### src/rtcko_defines.svh
// Purpose: Offsets, field positions and reset values of the reload timer
// Assumes: Byte addresses on a 12-bit AXI4-Lite address
// Notes:   Definitions only
`ifndef RTCKO_DEFINES_SVH
`define RTCKO_DEFINES_SVH

// Printed register indices; byte address is four times the index
`define RTCKO_IDX_CTL        10'h0C8
`define RTCKO_IDX_MODE       10'h0C9
`define RTCKO_ADDR_CTL       ({`RTCKO_IDX_CTL, 2'b00})
`define RTCKO_ADDR_MODE      ({`RTCKO_IDX_MODE, 2'b00})
`define RTCKO_ADDR_CNT_LO    12'h328
`define RTCKO_ADDR_CNT_HI    12'h32C
`define RTCKO_ADDR_RLD_LO    12'h330
`define RTCKO_ADDR_RLD_HI    12'h334
`define RTCKO_ADDR_CTL_BIT   12'h338

// Control register fields
`define RTCKO_CTL_OVF        7
`define RTCKO_CTL_EXT        6
`define RTCKO_CTL_RXB        5
`define RTCKO_CTL_TXB        4
`define RTCKO_CTL_EXEN       3
`define RTCKO_CTL_RUN        2
`define RTCKO_CTL_CSEL       1
`define RTCKO_CTL_CPRL       0

// Mode register fields
`define RTCKO_MODE_OE        1
`define RTCKO_MODE_DOWN_COUNT_ENABLE      0

// Bit-access word fields
`define RTCKO_BIT_VAL        3

// Reset values
`define RTCKO_CTL_RST        8'h00
`define RTCKO_MODE_RST       2'h0
`define RTCKO_BYTE_RST       8'h00
`define RTCKO_BYTE_MAX       8'hFF

// Bus responses
`define RTCKO_RESP_OKAY      2'h0
`define RTCKO_RESP_SLVERR    2'h2

`endif

### src/rtcko_pkg.sv
// Purpose: Types shared by the reload timer files
// Assumes: Nothing
// Notes:   Constants live in rtcko_defines.svh
package rtcko_pkg;
    typedef logic [1:0] rtcko_resp_t;
    typedef enum logic [1:0] {
        RTCKO_MODE_CAPTURE,
        RTCKO_MODE_RELOAD,
        RTCKO_MODE_BAUD
    } rtcko_mode_t;
endpackage

### src/rtcko_pin_if.sv
// Purpose: Raw pin levels and their synchronised falling edges
// Assumes: Index 0 timer clock pin, index 1 external trigger pin
// Notes:   Shared by the timer core and its pin synchroniser
`timescale 1ns/1ps
`default_nettype none
interface rtcko_pin_if;
    logic [1:0] raw;
    logic [1:0] fall;
    modport sync (input raw, output fall);
    modport core (output raw, input fall);
endinterface
`default_nettype wire

### src/rtcko_pin_sync.sv
// Purpose: Two-flop synchronisers and falling-edge detect for the pins
// Assumes: Pins idle high, so reset loads ones
// Notes:   First stage feeds only the second stage
`timescale 1ns/1ps
`default_nettype none
module rtcko_pin_sync (
    input  wire logic   clk,
    input  wire logic   rst,
    rtcko_pin_if.sync   pins
);
    genvar g;
    generate
        for (g = 0; g < 2; g++) begin : g_pin
            logic s1_reg;
            logic s2_reg;
            logic s3_reg;
            always_ff @(posedge clk) begin
                if (rst) begin
                    s1_reg <= 1'b1;
                    s2_reg <= 1'b1;
                    s3_reg <= 1'b1;
                end else begin
                    s1_reg <= pins.raw[g];
                    s2_reg <= s1_reg;
                    s3_reg <= s2_reg;
                end
            end
            assign pins.fall[g] = s3_reg & ~s2_reg;
        end
    endgenerate
endmodule
`default_nettype wire

### src/rtcko_timer.sv
// Purpose: 16-bit reload timer with clock output, AXI4-Lite registers
// Assumes: CORE_CLK 25 MHz, synchronous active-high RESET
// Notes:   Pins are synchronised before use; outputs are registered
//
// Register access over AXI4-Lite was chosen for this implementation.
`timescale 1ns/1ps
`default_nettype none
`include "rtcko_defines.svh"

// Functional notes
// - Clock-out mode generates a 50 percent duty-cycle clock on the pin
// - In clock-out mode the low count byte advances at half core rate
// - Each clock-out overflow loads the reload pair except in capture mode; counting continues
// - Clock-out overflows raise no interrupt request
// - Output frequency is core clock over four times (65536 - reload) outside capture mode
// - Generated clock drives the timer clock pin
// - Counting only while run control is set
// - Baud generation and clock-out may run together on one reload pair
// - Overflow flag set only when both baud selects are zero; software clears
// - Trigger fall sets external flag; requests unless up/down enabled
// - Counter select picks core clock or, with output enable clear, timer pin falling edges
// - Output enable with counter select clear makes the timer pin a clock output
// - Down-count enable bit stored in mode register
// - Control register resets to zero and is bit addressable
// - Mode register low bits reset to zero, no bit access
// - Count held as two cascaded bytes, high advances on low carry
module rtcko_timer (
    input  wire logic          CORE_CLK,
    input  wire logic          RESET,
    input  wire logic [11:0]   S_AXI_AWADDR,
    input  wire logic          S_AXI_AWVALID,
    output logic               S_AXI_AWREADY,
    input  wire logic [31:0]   S_AXI_WDATA,
    input  wire logic [3:0]    S_AXI_WSTRB,
    input  wire logic          S_AXI_WVALID,
    output logic               S_AXI_WREADY,
    output rtcko_pkg::rtcko_resp_t S_AXI_BRESP,
    output logic               S_AXI_BVALID,
    input  wire logic          S_AXI_BREADY,
    input  wire logic [11:0]   S_AXI_ARADDR,
    input  wire logic          S_AXI_ARVALID,
    output logic               S_AXI_ARREADY,
    output logic [31:0]        S_AXI_RDATA,
    output rtcko_pkg::rtcko_resp_t S_AXI_RRESP,
    output logic               S_AXI_RVALID,
    input  wire logic          S_AXI_RREADY,
    input  wire logic          TIMER_CLOCK_PIN_I,
    output logic               TIMER_CLOCK_PIN_O,
    output logic               TIMER_CLOCK_PIN_OE,
    input  wire logic          EXTERNAL_TRIGGER_PIN_I,
    output logic               BAUD_TICK,
    output logic               TIMER_REQ
);
    import rtcko_pkg::*;

    function automatic logic is_baud(input logic [7:0] c);
        is_baud = c[`RTCKO_CTL_RXB] | c[`RTCKO_CTL_TXB];
    endfunction

    // Bus slave state
    logic [11:0] awaddr_reg;
    logic [31:0] wdata_reg;
    logic [3:0]  wstrb_reg;
    logic        aw_hold_reg;
    logic        w_hold_reg;
    logic        awready_reg;
    logic        wready_reg;
    logic        bvalid_reg;
    rtcko_resp_t bresp_reg;
    logic        arready_reg;
    logic        rvalid_reg;
    logic [31:0] rdata_reg;
    rtcko_resp_t rresp_reg;

    // Timer state
    logic [7:0]  ctl_reg;
    logic [7:0]  ctl_next;
    logic [1:0]  mode_reg;
    logic [7:0]  cnt_lo_reg;
    logic [7:0]  cnt_hi_reg;
    logic [7:0]  rld_lo_reg;
    logic [7:0]  rld_hi_reg;
    logic        pre_reg;
    logic        pin_o_reg;
    logic        pin_oe_reg;
    logic        baud_tick_reg;
    logic        req_reg;

    rtcko_pin_if pins ();

    assign pins.raw = {EXTERNAL_TRIGGER_PIN_I, TIMER_CLOCK_PIN_I};

    rtcko_pin_sync u_sync (
        .clk  (CORE_CLK),
        .rst  (RESET),
        .pins (pins.sync)
    );

    // Write decode
    wire wr_en    = aw_hold_reg & w_hold_reg & ~bvalid_reg;
    wire wr_lane  = wstrb_reg[0];
    wire hit_ctl  = awaddr_reg == `RTCKO_ADDR_CTL;
    wire hit_mode = awaddr_reg == `RTCKO_ADDR_MODE;
    wire hit_clo  = awaddr_reg == `RTCKO_ADDR_CNT_LO;
    wire hit_chi  = awaddr_reg == `RTCKO_ADDR_CNT_HI;
    wire hit_rlo  = awaddr_reg == `RTCKO_ADDR_RLD_LO;
    wire hit_rhi  = awaddr_reg == `RTCKO_ADDR_RLD_HI;
    wire hit_bit  = awaddr_reg == `RTCKO_ADDR_CTL_BIT;
    wire wr_hit   = hit_ctl | hit_mode | hit_clo | hit_chi | hit_rlo
                  | hit_rhi | hit_bit;
    wire wr_ctl   = wr_en & wr_lane & hit_ctl;
    wire wr_mode  = wr_en & wr_lane & hit_mode;
    wire wr_clo   = wr_en & wr_lane & hit_clo;
    wire wr_chi   = wr_en & wr_lane & hit_chi;
    wire wr_rlo   = wr_en & wr_lane & hit_rlo;
    wire wr_rhi   = wr_en & wr_lane & hit_rhi;
    wire wr_bit   = wr_en & wr_lane & hit_bit;
    wire cnt_wr   = wr_clo | wr_chi;
    wire [7:0] wbyte = wdata_reg[7:0];

    // Timer decode
    wire run      = ctl_reg[`RTCKO_CTL_RUN];
    wire csel     = ctl_reg[`RTCKO_CTL_CSEL];
    wire oe       = mode_reg[`RTCKO_MODE_OE];
    wire baud     = is_baud(ctl_reg);
    wire clkout   = oe & ~csel;
    rtcko_mode_t op_mode;
    assign op_mode = is_baud(ctl_reg) ? RTCKO_MODE_BAUD :
                     ctl_reg[`RTCKO_CTL_CPRL] ? RTCKO_MODE_CAPTURE :
                     RTCKO_MODE_RELOAD;
    wire int_tick = run & ~csel & pre_reg;
    wire ext_tick = run & csel & ~oe & pins.fall[0];
    wire tick     = int_tick | ext_tick;
    wire lo_carry = tick & (cnt_lo_reg == `RTCKO_BYTE_MAX);
    wire ovf      = lo_carry & (cnt_hi_reg == `RTCKO_BYTE_MAX);
    wire ext_ev   = ctl_reg[`RTCKO_CTL_EXEN] & pins.fall[1];
    wire reload_ev = (ovf & (op_mode != RTCKO_MODE_CAPTURE))
                   | (ext_ev & (op_mode == RTCKO_MODE_RELOAD));
    wire capture_ev = ext_ev & (op_mode == RTCKO_MODE_CAPTURE);
    wire [7:0] bit_mask = 8'h01 << wdata_reg[2:0];
    wire [7:0] ctl_sw = wr_ctl ? wbyte :
                        wr_bit ? (wdata_reg[`RTCKO_BIT_VAL] ?
                                  (ctl_reg | bit_mask) :
                                  (ctl_reg & ~bit_mask)) : ctl_reg;

    // Hardware sets win over a same-cycle software clear
    always_comb begin
        ctl_next = ctl_sw;
        if (ovf && !baud) begin
            ctl_next[`RTCKO_CTL_OVF] = 1'b1;
        end
        if (ext_ev) begin
            ctl_next[`RTCKO_CTL_EXT] = 1'b1;
        end
    end

    // Write channels
    always_ff @(posedge CORE_CLK) begin
        if (RESET) begin
            aw_hold_reg <= 1'b0;
            awready_reg <= 1'b1;
            awaddr_reg  <= 12'h000;
        end else if (S_AXI_AWVALID && awready_reg) begin
            aw_hold_reg <= 1'b1;
            awready_reg <= 1'b0;
            awaddr_reg  <= S_AXI_AWADDR;
        end else if (bvalid_reg && S_AXI_BREADY) begin
            aw_hold_reg <= 1'b0;
            awready_reg <= 1'b1;
        end
    end

    always_ff @(posedge CORE_CLK) begin
        if (RESET) begin
            w_hold_reg <= 1'b0;
            wready_reg <= 1'b1;
            wdata_reg  <= 32'h0000_0000;
            wstrb_reg  <= 4'h0;
        end else if (S_AXI_WVALID && wready_reg) begin
            w_hold_reg <= 1'b1;
            wready_reg <= 1'b0;
            wdata_reg  <= S_AXI_WDATA;
            wstrb_reg  <= S_AXI_WSTRB;
        end else if (bvalid_reg && S_AXI_BREADY) begin
            w_hold_reg <= 1'b0;
            wready_reg <= 1'b1;
        end
    end

    always_ff @(posedge CORE_CLK) begin
        if (RESET) begin
            bvalid_reg <= 1'b0;
            bresp_reg  <= `RTCKO_RESP_OKAY;
        end else if (wr_en) begin
            bvalid_reg <= 1'b1;
            bresp_reg  <= wr_hit ? `RTCKO_RESP_OKAY : `RTCKO_RESP_SLVERR;
        end else if (S_AXI_BREADY) begin
            bvalid_reg <= 1'b0;
        end
    end

    // Read decode; reserved bits read as zero
    logic [31:0] rd_data;
    logic        rd_hit;
    always_comb begin
        rd_data = 32'h0000_0000;
        rd_hit  = 1'b1;
        if (S_AXI_ARADDR == `RTCKO_ADDR_CTL) begin
            rd_data[7:0] = ctl_reg;
        end else if (S_AXI_ARADDR == `RTCKO_ADDR_MODE) begin
            rd_data[1:0] = mode_reg;
        end else if (S_AXI_ARADDR == `RTCKO_ADDR_CNT_LO) begin
            rd_data[7:0] = cnt_lo_reg;
        end else if (S_AXI_ARADDR == `RTCKO_ADDR_CNT_HI) begin
            rd_data[7:0] = cnt_hi_reg;
        end else if (S_AXI_ARADDR == `RTCKO_ADDR_RLD_LO) begin
            rd_data[7:0] = rld_lo_reg;
        end else if (S_AXI_ARADDR == `RTCKO_ADDR_RLD_HI) begin
            rd_data[7:0] = rld_hi_reg;
        end else if (S_AXI_ARADDR == `RTCKO_ADDR_CTL_BIT) begin
            rd_data[7:0] = ctl_reg;
        end else begin
            rd_hit = 1'b0;
        end
    end

    always_ff @(posedge CORE_CLK) begin
        if (RESET) begin
            arready_reg <= 1'b1;
            rvalid_reg  <= 1'b0;
            rdata_reg   <= 32'h0000_0000;
            rresp_reg   <= `RTCKO_RESP_OKAY;
        end else if (S_AXI_ARVALID && arready_reg) begin
            arready_reg <= 1'b0;
            rvalid_reg  <= 1'b1;
            rdata_reg   <= rd_data;
            rresp_reg   <= rd_hit ? `RTCKO_RESP_OKAY : `RTCKO_RESP_SLVERR;
        end else if (rvalid_reg && S_AXI_RREADY) begin
            arready_reg <= 1'b1;
            rvalid_reg  <= 1'b0;
        end
    end

    // Control and mode registers; reserved mode bits are not stored
    always_ff @(posedge CORE_CLK) begin
        if (RESET) begin
            ctl_reg  <= `RTCKO_CTL_RST;
            mode_reg <= `RTCKO_MODE_RST;
        end else begin
            ctl_reg <= ctl_next;
            if (wr_mode) begin
                mode_reg <= wbyte[1:0];
            end
        end
    end

    // Internal rate is half the core clock, held in phase while stopped
    always_ff @(posedge CORE_CLK) begin
        if (RESET) begin
            pre_reg <= 1'b0;
        end else begin
            pre_reg <= (run & ~csel) ? ~pre_reg : 1'b0;
        end
    end

    // Cascaded count bytes; software write wins over counting
    always_ff @(posedge CORE_CLK) begin
        if (RESET) begin
            cnt_lo_reg <= `RTCKO_BYTE_RST;
            cnt_hi_reg <= `RTCKO_BYTE_RST;
        end else if (cnt_wr) begin
            if (wr_clo) begin
                cnt_lo_reg <= wbyte;
            end
            if (wr_chi) begin
                cnt_hi_reg <= wbyte;
            end
        end else if (reload_ev) begin
            cnt_lo_reg <= rld_lo_reg;
            cnt_hi_reg <= rld_hi_reg;
        end else if (tick) begin
            cnt_lo_reg <= cnt_lo_reg + 8'h01;
            cnt_hi_reg <= cnt_hi_reg + {7'h00, lo_carry};
        end
    end

    // Reload pair, shared by baud and clock-out rates
    always_ff @(posedge CORE_CLK) begin
        if (RESET) begin
            rld_lo_reg <= `RTCKO_BYTE_RST;
            rld_hi_reg <= `RTCKO_BYTE_RST;
        end else begin
            if (wr_rlo) begin
                rld_lo_reg <= wbyte;
            end else if (capture_ev) begin
                rld_lo_reg <= cnt_lo_reg;
            end
            if (wr_rhi) begin
                rld_hi_reg <= wbyte;
            end else if (capture_ev) begin
                rld_hi_reg <= cnt_hi_reg;
            end
        end
    end

    // Pin toggles per overflow: two overflows per output period
    always_ff @(posedge CORE_CLK) begin
        if (RESET) begin
            pin_o_reg     <= 1'b0;
            pin_oe_reg    <= 1'b0;
            baud_tick_reg <= 1'b0;
            req_reg       <= 1'b0;
        end else begin
            if (clkout && ovf) begin
                pin_o_reg <= ~pin_o_reg;
            end
            pin_oe_reg    <= oe;
            baud_tick_reg <= ovf & baud;
            req_reg       <= (ctl_reg[`RTCKO_CTL_OVF] & ~clkout)
                           | (ctl_reg[`RTCKO_CTL_EXT]
                              & ~mode_reg[`RTCKO_MODE_DOWN_COUNT_ENABLE]);
        end
    end

    assign S_AXI_AWREADY      = awready_reg;
    assign S_AXI_WREADY       = wready_reg;
    assign S_AXI_BVALID       = bvalid_reg;
    assign S_AXI_BRESP        = bresp_reg;
    assign S_AXI_ARREADY      = arready_reg;
    assign S_AXI_RVALID       = rvalid_reg;
    assign S_AXI_RDATA        = rdata_reg;
    assign S_AXI_RRESP        = rresp_reg;
    assign TIMER_CLOCK_PIN_O  = pin_o_reg;
    assign TIMER_CLOCK_PIN_OE = pin_oe_reg;
    assign BAUD_TICK          = baud_tick_reg;
    assign TIMER_REQ          = req_reg;
endmodule
`default_nettype wire

### config.mk
export PLATFORM = sky130hd
export DESIGN_NAME = rtcko_timer
export DESIGN_NICKNAME = d
export VERILOG_FILES = /design/src/rtcko_pkg.sv /design/src/rtcko_pin_if.sv /design/src/rtcko_pin_sync.sv /design/src/rtcko_timer.sv
export VERILOG_INCLUDE_DIRS = /design/src
export SDC_FILE = /design/constraint.sdc
export NUM_CORES = 1
export LEC_CHECK = 0
export BUFFER_PORTS_ARGS = -buffer_cell sky130_fd_sc_hd__buf_2
export CORE_UTILIZATION = 40
export CTS_CLUSTER_SIZE = 20
export DETAILED_ROUTE_END_ITERATION = 6
export PLACE_DENSITY = 0.67
export SYNTH_ARGS = -nofsm -noshare
export SYNTH_HDL_FRONTEND = slang
export SYNTH_SLANG_ARGS = --single-unit
### constraint.sdc
create_clock -name CORE_CLK -period 3.15 [get_ports CORE_CLK]
set_input_delay 0.1575 -clock CORE_CLK [delete_from_list [all_inputs] [get_ports CORE_CLK]]
set_output_delay 0.1575 -clock CORE_CLK [all_outputs]
set_load 0.02 [all_outputs]
=== Yosys cells after proc, flatten, opt, wreduce, memory -nomap -nowiden ===
Index checks and enable logic that the tools add are counted.

* Add/sub/neg operators: 2
* Equal/unequal tests: 19
* Shifts and indexed selects: 1
* Multiplexer cells: 48
* Bitwise logic cells: 51
* Reduce and logical (&&, ||, !) cells: 23

{| class="wikitable"
|+ Operators by type and width
! kind !! number
|-
| equality test 12 x 10 -> 1 bit, second input constant || 14
|-
| two-way mux 8 bit || 21
|-
| bitwise AND 1 bit || 27
|-
| two-way mux 1 bit || 22
|-
| equality test 8 bit, second input constant || 2
|-
| nonzero test 2 bit || 8
|-
| OR 1 bit || 11
|-
| NOT 1 bit || 10
|-
| nonzero test 3 bit || 3
|-
| adder 8 x 1 -> 8 bit || 1
|-
| adder 8 x 1 -> 8 bit, second input constant || 1
|-
| bitwise AND 8 bit || 1
|-
| two-way mux 2 bit || 4
|-
| NOT 8 bit || 1
|-
| OR 8 bit || 1
|-
| left shift 1 x 3 -> 8 bit, first input constant || 1
|-
| logical AND 1 bit || 7
|-
| two-way mux 6 bit || 1
|-
| inequality test 2 bit, second input constant || 2
|-
| AND reduction 2 bit || 2
|-
| equality test 2 x 1 -> 1 bit, second input constant || 1
|-
| logical NOT 2 bit || 1
|-
| OR reduction 2 bit || 1
|-
| logical NOT 1 bit || 1
|}

* Register bits: 93
* Bits of input ports: 69
* Output and inout port bits: 45

=== Depth between registers and ports, before layout ===
Gate-level depths: netlist of the first run.

* Depth after elaboration: 10
* Gate-level depth with buffers: 10
* Depth with buffers taken out: 10

=== Hierarchy ===
Synthesis of the first run repeated with hierarchy kept, for this count alone.

* Cells, all modules: 628
* Area total of the unflattened synthesis: 4973.5 sq um

{| class="wikitable"
|+ By module, submodules not included
! module !! instances !! cells an instance !! area each (sq um)
|-
| rtcko_timer || 1 || 614 || 4803.4
|-
| rtcko_pin_sync || 1 || 14 || 170.2
|}

=== Worst setup path after synthesis of the first run ===
Ideal clock, no wire load.

* Path type: reg-to-reg
* Start point: register cnt_lo_reg[0]
* End point: register cnt_hi_reg[7]
* Arrival: 2.262 ns
* Path slack: 0.800 ns
* Cell stages (with the launch flop): 10
* Buffers on the path: 0
* Period minus slack after synthesis: 2.350 ns
* Cells stage by stage: dfxtp_1 > ha_1 > nand4_4 > a211oi_4 > ha_1 > nand3_1 > or3_1 > a21oi_1 > mux2i_1 > a311oi_2

* Cells in the longest elaborated chain, start to end: 7
* Elaborated cells between the ends (all ways): 11
* Classes of those cells: add/sub: 1; eq/ne: 1; mux: 3; bitwise: 4; reduce/logical: 2

{| class="wikitable"
|+ Ends and longest elaborated chain
! what !! RTL line !! text
|-
| start: declaration || rtcko_timer.sv:79 || <nowiki>logic [7:0] cnt_lo_reg;</nowiki>
|-
| start signal: assignment || rtcko_timer.sv:269 || <nowiki>cnt_lo_reg <= `RTCKO_BYTE_RST;</nowiki>
|-
| start signal: assignment || rtcko_timer.sv:273 || <nowiki>cnt_lo_reg <= wbyte;</nowiki>
|-
| start signal: assignment || rtcko_timer.sv:279 || <nowiki>cnt_lo_reg <= rld_lo_reg;</nowiki>
|-
| equality test 8 bit (no source line) * || -- ||
|-
| bitwise AND 1 bit * || rtcko_timer.sv:134 || <nowiki>wire lo_carry = tick & (cnt_lo_reg == `RTCKO_BYTE_MAX);</nowiki>
|-
| parallel branches: the longest is 5 deep, another holds adder 8 x 1 -> 8 bit || -- ||
|-
| end signal: assignment || rtcko_timer.sv:270 || <nowiki>cnt_hi_reg <= `RTCKO_BYTE_RST;</nowiki>
|-
| end signal: assignment || rtcko_timer.sv:276 || <nowiki>cnt_hi_reg <= wbyte;</nowiki>
|-
| end signal: assignment || rtcko_timer.sv:280 || <nowiki>cnt_hi_reg <= rld_hi_reg;</nowiki>
|-
| end: declaration || rtcko_timer.sv:80 || <nowiki>logic [7:0] cnt_hi_reg;</nowiki>
|}

Every way passes the cells marked *. The select of a mux whose other input is x is not followed.
A chain may end at the register's enable or synchronous reset.

=== Final worst setup path of the first run ===
Ends and elaborated chain as after synthesis.

==> results.py, run 1 <==
metrics = {
    "status": {
        "status": "completed",
    },
    "global_routing": {
        "gr-usage-all-layers_pct": 21.60,
        "antenna_found_initial": 0,
        "grt_max_degree": 98,
        "grt_pass1_wl_mm": 22.57,
        "overflow": 0,
        "grt_pass1_vias": 4381,
    },
    "drt": {
        "ant_nets": 0,
        "via_per_inst": 5.739,
        "totalWireLength_mm": 14.55,
        "drcViolationCount": 0,
        "vias": 4861,
        "drt-wirelength-per-cell_microns": 17.18,
        "drt-pass1-iter-count": 5,
        "first_iter_violations": 402,
    },
    "clock_tree": {
        "cts_setup_buffers": 0,
        "clk_latency_ps": 340,
        "cts_num_sinks": 91,
        "path_clk_slew_ps": 70,
        "cts_resized": 0,
        "cts_root_buf": "clkbuf_16",
        "htreeDepth": 3,
        "cts_hold_buf": 2,
        "cts_max_path_buffers": 2,
        "cts_tree": "built",
        "numCtsBuffers": 9,
    },
    "setup_path": {
        "start_kind": "flip-flop",
        "rr_worst_depth": 9,
        "crit_path_end_kind": "flip-flop",
        "required_ps": 3410,
        "critical_path.max_fanout": 8,
        "cp.arrival_ps": 2990,
        "path_class": "reg2reg",
    },
    "logic_synthesis": {
        "yosysTopAreaCell": "dfxtp_1",
        "async_flop_share_pct": 0,
        "ys_seq_area_share_pct": 34.55,
        "ys.flop_type": "dfxtp_1",
        "synth_area_sq_um": 5273,
        "synth_cells": 642,
        "ys_top_cells_by_area": "dfxtp_1, mux2i_1, a21oi_1",
        "avgSynthCellArea_sq_um": 8.213,
        "yosysWarnings": 0,
        "synth-seq-cells": 91,
        "synth-edff-count": 0,
        "synth_top_area_share_pct": 34.55,
        "synth.distinct_cells": 74,
    },
    "pwr": {
        "p_total_mw": 2.540,
        "seqPwrFrac_pct": 48.2,
        "swShare_pct": 25.30,
        "power_density_nw_per_um2": 435.7,
        "combPwrFrac_pct": 8.6,
        "p_int_mw": 1.898,
        "vdd_ir_drop_max_v": 0.0002418,
        "p_clk_share_pct": 43.3,
        "switchingPower_mw": 0.6426,
        "p_leak_nw": 2.299,
    },
    "worst_hold_path": {
        "min_path_type": "in2reg",
        "whs_path_depth": 3,
    },
    "floorplanning": {
        "io_pins": 114,
        "die_x_microns": 116.8,
        "start_util_pct": 41.44,
        "core_area_sq_um": 12720,
        "row_count": 41,
        "die_area_sq_um": 13640,
        "die_h_microns": 116.8,
    },
    "sta": {
        "finalHoldViolCount": 0,
        "setup_viol": 0,
        "timing.final.crit_share_pct": 86.52,
        "tightest_slew_ps": 1051,
        "holdWs_ps": 48.80,
        "setup-tns-final_ps": 0,
        "fin_crit_ps": 2725,
        "skew_ps": 7.256,
        "max_slew_margin_pct": 29.90,
        "grt_setup_unrepaired": "no",
        "final_max_slew_viol_count": 0,
        "max_freq_mhz": 366.9,
    },
    "final_layout": {
        "drive_above_1_share_pct": 16.59,
        "finalNetCount": 742,
        "layout_commonest_cell": "dfxtp_1",
        "multiInputGateArea_sq_um": 3069,
        "area_growth_pct": 10.56,
        "fin_util_pct": 45.82,
        "regArea_sq_um": 1822,
        "fillCellCount": 1271,
        "largest_reg_flops": 12,
        "stdcell_area_sq_um": 5829,
        "final_cell_mix": "dfxtp_1, nand2_1, nor2_1, buf_2, a21oi_1",
        "diodes": 0,
    },
    "job": {
        "cap_violations": 0,
    },
    "placement": {
        "dp_hpwl_mm": 10.27,
        "routabilityCongestion": 0.8979,
        "placed_area_sq_um": 5505,
        "port_buffers": 60,
    },
}
-- worst max-delay path: stages, from the launching register on --
cell      delay, ps
dfxtp_1         480
ha_1            350
nand4_4         140
a211oi_4        420
ha_1            250
nand3_1         170
or3_1           350
a21oi_1         150
mux2i_1          90
a311oi_2        230
-- synth_stat cells, types with 9 or more instances --
library cell	instances
dfxtp_1	91
nand2_1	67
nor2_1	60
a21oi_1	52
mux2i_1	30
buf_4	29
clkbuf_1	28
a211oi_1	26
o21ai_0	25
nand3_1	15
nor2b_1	14
nor3_1	14
inv_1	12
nand4_1	10
buf_2	9
-- cells by family after synthesis --
| kind of cell | Yosys count | synth area share (%) |
|---|---|---|
| simple gates | 242 | 24.44 |
| compound gates | 169 | 22.07 |
| fa+ha+maj | 3 | 0.7120 |
| mux | 38 | 7.475 |
| buf+inv | 88 | 9.017 |
| other cells | 1 | 0.07112 |
| flops | 91 | 34.55 |
| xor+xnor | 10 | 1.661 |
-- per-layer routing --
metal,global-route usage [%],vias to the layer above,wire length [microns]
met5,0,-,0
met4,11.48,0,598
met3,5.149,47,1288
met2,32.98,231,6411
met1,28.28,2257,6254
li1,-,2326,-
-- power groups by stage --
stage	Sequential, mW	Combinational (mW)	Clock, mW
after CTS	1.22	0.217	1.11
after global placement	1.25	0.209	0
final	1.22	0.217	1.10
after global routing	1.23	0.242	1.17
after floorplan	1.24	0.175	0
after detailed placement	1.25	0.215	0
-- metrics by stage --
step | setup slack [ps] | cells
floorplan | 799.8 | 667
global placement | 514.7 | 829
detailed placement | 466.5 | 829
CTS | 450.7 | 847
global route | 257.6 | 847
finish | 424.5 | 847
-- cell type report --
cell class,count,area share [%]
repair buffers,67,6.353
clock inverters,5,1.052
well taps,172,3.692
clock buffers,11,4.164
inverters,13,0.8371
multi-input cells,488,52.65
flip-flops and latches,91,31.25
-- worst paths after layout --
kind | start | end | slack (ps)
setup / recovery | cnt_lo_reg[0] | cnt_hi_reg[7] | 420
hold / removal | S_AXI_AWADDR[3] | awaddr_reg[3] | 50
setup reg to reg | cnt_lo_reg[0] | cnt_hi_reg[7] | 420
hold reg to reg | u_sync.g_pin[0].s1_reg | u_sync.g_pin[0].s2_reg | 420
No activity file was read; power rests on OpenSTA's default activity.
==> run 2: changes to the inputs <==
Settings changed: CORE_ASPECT_RATIO set to 1.1.
==> results.py, run 2 (synthesized netlist as in run 1, its figures left out) <==
metrics = {
    "setup_path": {
        "regToRegEndpoint": "cnt_hi_reg[7]",
        "cp.arrival_ps": 2830,
        "cpPeakStageDelay_ps": 480,
        "start_kind": "flip-flop",
        "regToRegSetupSlack_ps": 580,
        "rr_worst_depth": 9,
        "required_ps": 3410,
        "critical_path.max_fanout": 8,
        "slowest_stage": "dfxtp_1",
        "crit_chain": "ha_1 > nand4_4 > a211oi_4 > ha_1 > nand3_1 > or3_1 > a21oi_1 > mux2i_1 > a311oi_2",
        "crit_top_cell": "ha_1",
        "path_class": "reg2reg",
        "regToRegStartpoint": "cnt_lo_reg[0]",
        "crit_path_end_kind": "flip-flop",
    },
    "floorplanning": {
        "die_x_microns": 111.5,
        "die_area_sq_um": 13650,
        "start_util_pct": 41.35,
        "row_count": 43,
        "io_pins": 114,
        "core_area_sq_um": 12750,
        "die_h_microns": 122.4,
    },
    "status": {
        "status": "finished with violations",
        "violations": "DRC",
    },
    "sta": {
        "finalHoldViolCount": 0,
        "final_max_slew_viol_count": 0,
        "skew_ps": 5.531,
        "setup-tns-final_ps": 0,
        "max_slew_margin_pct": 31.98,
        "max_freq_mhz": 389.7,
        "tightest_slew_ps": 1020,
        "fin_crit_ps": 2566,
        "setup_viol": 0,
        "grt_setup_unrepaired": "no",
        "timing.final.crit_share_pct": 81.45,
    },
    "drt": {
        "drt-wirelength-per-cell_microns": 17.71,
        "vias": 4841,
        "via_per_inst": 5.826,
        "totalWireLength_mm": 14.72,
        "drcViolationCount": 5,
        "ant_nets": 0,
        "first_iter_violations": 220,
        "drt-pass1-iter-count": 7,
    },
    "clock_tree": {
        "cts_num_sinks": 91,
        "path_clk_slew_ps": 70,
        "cts_resized": 0,
        "cts_max_path_buffers": 2,
        "numCtsBuffers": 9,
        "cts_tree": "built",
        "clk_latency_ps": 340,
        "cts_root_buf": "clkbuf_16",
        "htreeDepth": 3,
    },
    "global_routing": {
        "grt_max_degree": 37,
        "antenna_found_initial": 0,
        "grt_pass1_wl_mm": 23.75,
        "overflow": 0,
        "grt_pass1_vias": 4639,
        "gr-usage-all-layers_pct": 22.30,
    },
    "pwr": {
        "p_leak_nw": 2.294,
        "power_density_nw_per_um2": 426.9,
        "vdd_ir_drop_max_v": 0.0002668,
    },
    "final_layout": {
        "largest_reg_flops": 12,
        "final_cells": 831,
        "layout_commonest_cell": "dfxtp_1",
        "final_cell_mix": "dfxtp_1, nand2_1, nor2_1, buf_2, a21oi_1",
        "diodes": 0,
        "finalNetCount": 742,
        "fillCellCount": 1275,
        "area_growth_pct": 9.492,
        "drive_above_1_share_pct": 16.62,
    },
    "placement": {
        "dp_hpwl_mm": 10.60,
        "routabilityCongestion": 0.8857,
        "dp.cells": 814,
        "port_buffers": 60,
    },
    "worst_hold_path": {
        "whs_path_depth": 3,
        "hold_end": "awaddr_reg[10]",
        "min_from": "S_AXI_AWADDR[10]",
        "min_path_type": "in2reg",
    },
    "job": {
        "cap_violations": 0,
    },
}
[run 2: cell count changes in the layout (fill, tap and decap cells not counted), sizes merged]
cell	change
clkinvlp	-2
clkinv	+3
bufinv	-1
inv	-1
[run 2: where the power goes]
| part | switching, mW | internal (mW) | total, mW |
|---|---|---|---|
| combinational | 0.141 | 0.0744 | 0.216 |
| sequential | 0.0416 | 1.18 | 1.22 |
| clock | 0.453 | 0.572 | 1.02 |
| total | 0.635 | 1.83 | 2.46 |
[run 2: worst max-delay path by stage]
| stage | to | slack, ps | cells after the start | start |
|---|---|---|---|---|
| floorplan | cnt_hi_reg[7] | 800 | 9 | cnt_lo_reg[0] |
| global placement | cnt_hi_reg[7] | 670 | 9 | cnt_lo_reg[0] |
| detailed placement | cnt_hi_reg[7] | 620 | 9 | cnt_lo_reg[0] |
| CTS | cnt_hi_reg[7] | 600 | 9 | cnt_lo_reg[0] |
| global route | cnt_hi_reg[7] | 380 | 9 | cnt_lo_reg[0] |
| finish | cnt_hi_reg[7] | 580 | 9 | cnt_lo_reg[0] |
[run 2: per-stage QoR]
step	worst slack [ps]	hold slack [ps]	util, %	area, sq um	power [mW]
4_1_cts	600.5	38.34	45.28	5773	2.476
6_report	584.2	48.59	45.28	5773	2.464
3_3_place_gp	671.3	341.3	42.93	5474	1.454
2_1_floorplan	799.8	261.3	-	5366	1.414
5_1_grt	382.6	48.26	45.28	5773	2.555
3_5_place_dp	617.7	342.8	42.93	5474	1.462
[run 2: layout make-up]
type                    instances  area, sq um  share of cell area [%]
multi-input cells             488         3069                   53.16
flip-flops and latches         91         1822                   31.56
repair buffers                 67        357.8                   6.199
clock buffers                  11        252.7                   4.378
well taps                     157        196.4                   3.403
inverters                      13        48.80                  0.8453
clock inverters                 4        26.28                  0.4551
[run 2: layer usage]
metal / share of wire [%] / global-route usage, %
met1: 43 / 26.70
met2: 49 / 39.10
met3: 4.9 / 2.815
met5: 0 / 0
met4: 3.4 / 12.25
[run 2: worst max-delay path: cells and delay by family (launching register included)]
| kind | cells | cell delay [ps] |
|---|---|---|
| and+or+nand+nor | 3 | 670 |
| AOI/OAI and AO/OA | 3 | 660 |
| adders and majority gates | 2 | 590 |
| DFF | 1 | 480 |
| muxes | 1 | 100 |
[run 2: timing repair]
action,CTS,global route
hold buffers,2,0
setup buffers,0,0
hold endpoints to repair,2,0
==> run 3: changes to the inputs <==
Settings changed: PLACE_DENSITY 0.67 to 0.69.
Clock period 3.15 ns to 2.33 ns, I/O delays scaled along.
==> results.py, run 3 (synthesized netlist as in run 1, its figures left out) <==
metrics = {
    "status": {
        "status": "finished with violations",
        "violations": "DRC",
    },
    "clock_tree": {
        "path_clk_slew_ps": 70,
        "cts_root_buf": "clkbuf_16",
        "htreeDepth": 3,
        "cts_max_path_buffers": 2,
        "cts_tree": "built",
        "cts_setup_buffers": 0,
        "numCtsBuffers": 9,
        "clk_latency_ps": 340,
        "cts_num_sinks": 91,
    },
    "setup_path": {
        "start_kind": "flip-flop",
        "regToRegSetupSlack_ps": 150,
        "critical_path.max_fanout": 5,
        "required_ps": 2590,
        "rr_worst_depth": 9,
        "regToRegEndpoint": "cnt_hi_reg[7]",
        "regToRegStartpoint": "cnt_lo_reg[0]",
        "crit_path_end_kind": "flip-flop",
        "path_class": "reg2reg",
        "cp.arrival_ps": 2440,
    },
    "sta": {
        "final_max_slew_viol_count": 0,
        "finalHoldViolCount": 0,
        "max_slew_margin_pct": 55.67,
        "tightest_slew_ps": 664.0,
        "setup-tns-final_ps": 0,
        "fin_crit_ps": 2176,
        "skew_ps": 10.28,
        "timing.final.crit_share_pct": 93.41,
        "setup_viol": 0,
        "grt_setup_unrepaired": "no",
        "max_freq_mhz": 459.5,
    },
    "final_layout": {
        "multiInputGateArea_sq_um": 3095,
        "area_growth_pct": 14.52,
        "finalNetCount": 768,
        "regArea_sq_um": 1826,
        "fin_util_pct": 47.36,
        "drive_above_1_share_pct": 20.26,
        "fillCellCount": 1239,
        "diodes": 0,
        "largest_reg_flops": 12,
        "final_cell_mix": "dfxtp_1, nand2_1, nor2_1, buf_2, a21oi_1",
        "layout_commonest_cell": "dfxtp_1",
    },
    "floorplanning": {
        "start_util_pct": 41.35,
        "die_h_microns": 122.4,
        "die_x_microns": 111.5,
        "core_area_sq_um": 12750,
        "die_area_sq_um": 13650,
        "row_count": 43,
        "io_pins": 114,
    },
    "job": {
        "cap_violations": 0,
    },
    "drt": {
        "totalWireLength_mm": 14.98,
        "drt-pass1-iter-count": 7,
        "via_per_inst": 5.746,
        "first_iter_violations": 402,
        "vias": 4930,
        "drcViolationCount": 23,
        "drt-wirelength-per-cell_microns": 17.46,
        "ant_nets": 0,
    },
    "worst_hold_path": {
        "min_from": "S_AXI_WSTRB[0]",
        "whs_path_depth": 3,
        "hold_end": "wstrb_reg[0]",
        "min_path_type": "in2reg",
    },
    "pwr": {
        "p_leak_nw": 2.438,
        "power_density_nw_per_um2": 570.9,
        "vdd_ir_drop_max_v": 0.0004701,
    },
    "placement": {
        "dp_hpwl_mm": 10.99,
        "routabilityCongestion": 0.9425,
        "port_buffers": 60,
    },
    "global_routing": {
        "grt_max_degree": 36,
        "antenna_found_initial": 0,
        "overflow": 0,
        "grt_pass1_wl_mm": 23.85,
        "gr-usage-all-layers_pct": 22.40,
        "grt_pass1_vias": 4742,
    },
}
## run 3: changes by cell type in the layout (fill, tap and decap cells not counted), moves of 2 or more
cell / previous run / this run
buf_4: 5 / 30
dfxtp_1: 91 / 88
ha_1: 3 / 1
clkbuf_1: 0 / 2
clkinv_2: 2 / 0
dfxtp_2: 0 / 3
## run 3: report_power, final
part           total (mW)  internal [mW]  switching (mW)  leakage (nW)
clock network        1.49          0.893           0.601         0.146
logic               0.303          0.108           0.195          1.55
registers            1.65           1.60          0.0519         0.742
total                3.45           2.60           0.848          2.44
## run 3: worst max path at each step
stage | from | end | cells past startpoint | slack, ps
3_3_place_gp | cnt_lo_reg[0] | cnt_hi_reg[7] | 9 | 180
5_1_grt | cnt_lo_reg[0] | cnt_hi_reg[7] | 9 | 20
4_1_cts | cnt_lo_reg[0] | cnt_hi_reg[7] | 9 | 80
2_1_floorplan | cnt_lo_reg[0] | cnt_hi_reg[7] | 9 | 20
6_report | cnt_lo_reg[0] | cnt_hi_reg[7] | 9 | 150
3_5_place_dp | cnt_lo_reg[0] | cnt_hi_reg[4] | 10 | 100
## run 3: critical path, stage by stage (launching register included)
cell and delay, ps:
dfxtp_2 350, ha_4 190, nand4_4 120, a211oi_4 280
ha_2 230, nand3_1 100, or3_1 340, a21oi_1 160
mux2i_1 100, a311oi_2 240
## run 3: cell type report
cell class | instances | share of cell area, %
clock buffer | 13 | 4.310
timing repair buffer | 93 | 9.366
multi-input combinational | 488 | 51.26
inverter | 13 | 0.8081
tap | 157 | 3.253
clock inverter | 3 | 0.7667
sequential | 91 | 30.23
## run 3: what timing repair did
item                                    in CTS  in global routing
hold buffers                                 2                  0
hold endpoints to repair                     2                  0
endpoints found under the setup margin       0                  2
resized for setup                            0                  6
## run 3: metal layers
| layer | vias to the layer above | GRT usage [%] | part of all wire (%) |
|---|---|---|---|
| li1 | 2383 | - | - |
| met1 | 2299 | 26.51 | 41 |
| met2 | 208 | 38.05 | 48 |
| met3 | 40 | 5.531 | 7.3 |
| met4 | 0 | 11.23 | 4.0 |
| met5 | - | 0 | 0 |
## run 3: per-stage QoR
stage | power, mW | area, sq um | setup WS (ps) | hold WS [ps] | std cells
CTS | 3.463 | 6011 | 82.23 | 4.614 | 858
finish | 3.447 | 6038 | 153.6 | 10.37 | 858
floorplan | 1.911 | 5369 | 16.76 | 220.3 | 667
global placement | 1.973 | 5684 | 178.6 | 300.9 | 840
global route | 3.584 | 6038 | 16.76 | 11.82 | 858
detailed placement | 1.983 | 5684 | 97.30 | 307.4 | 840
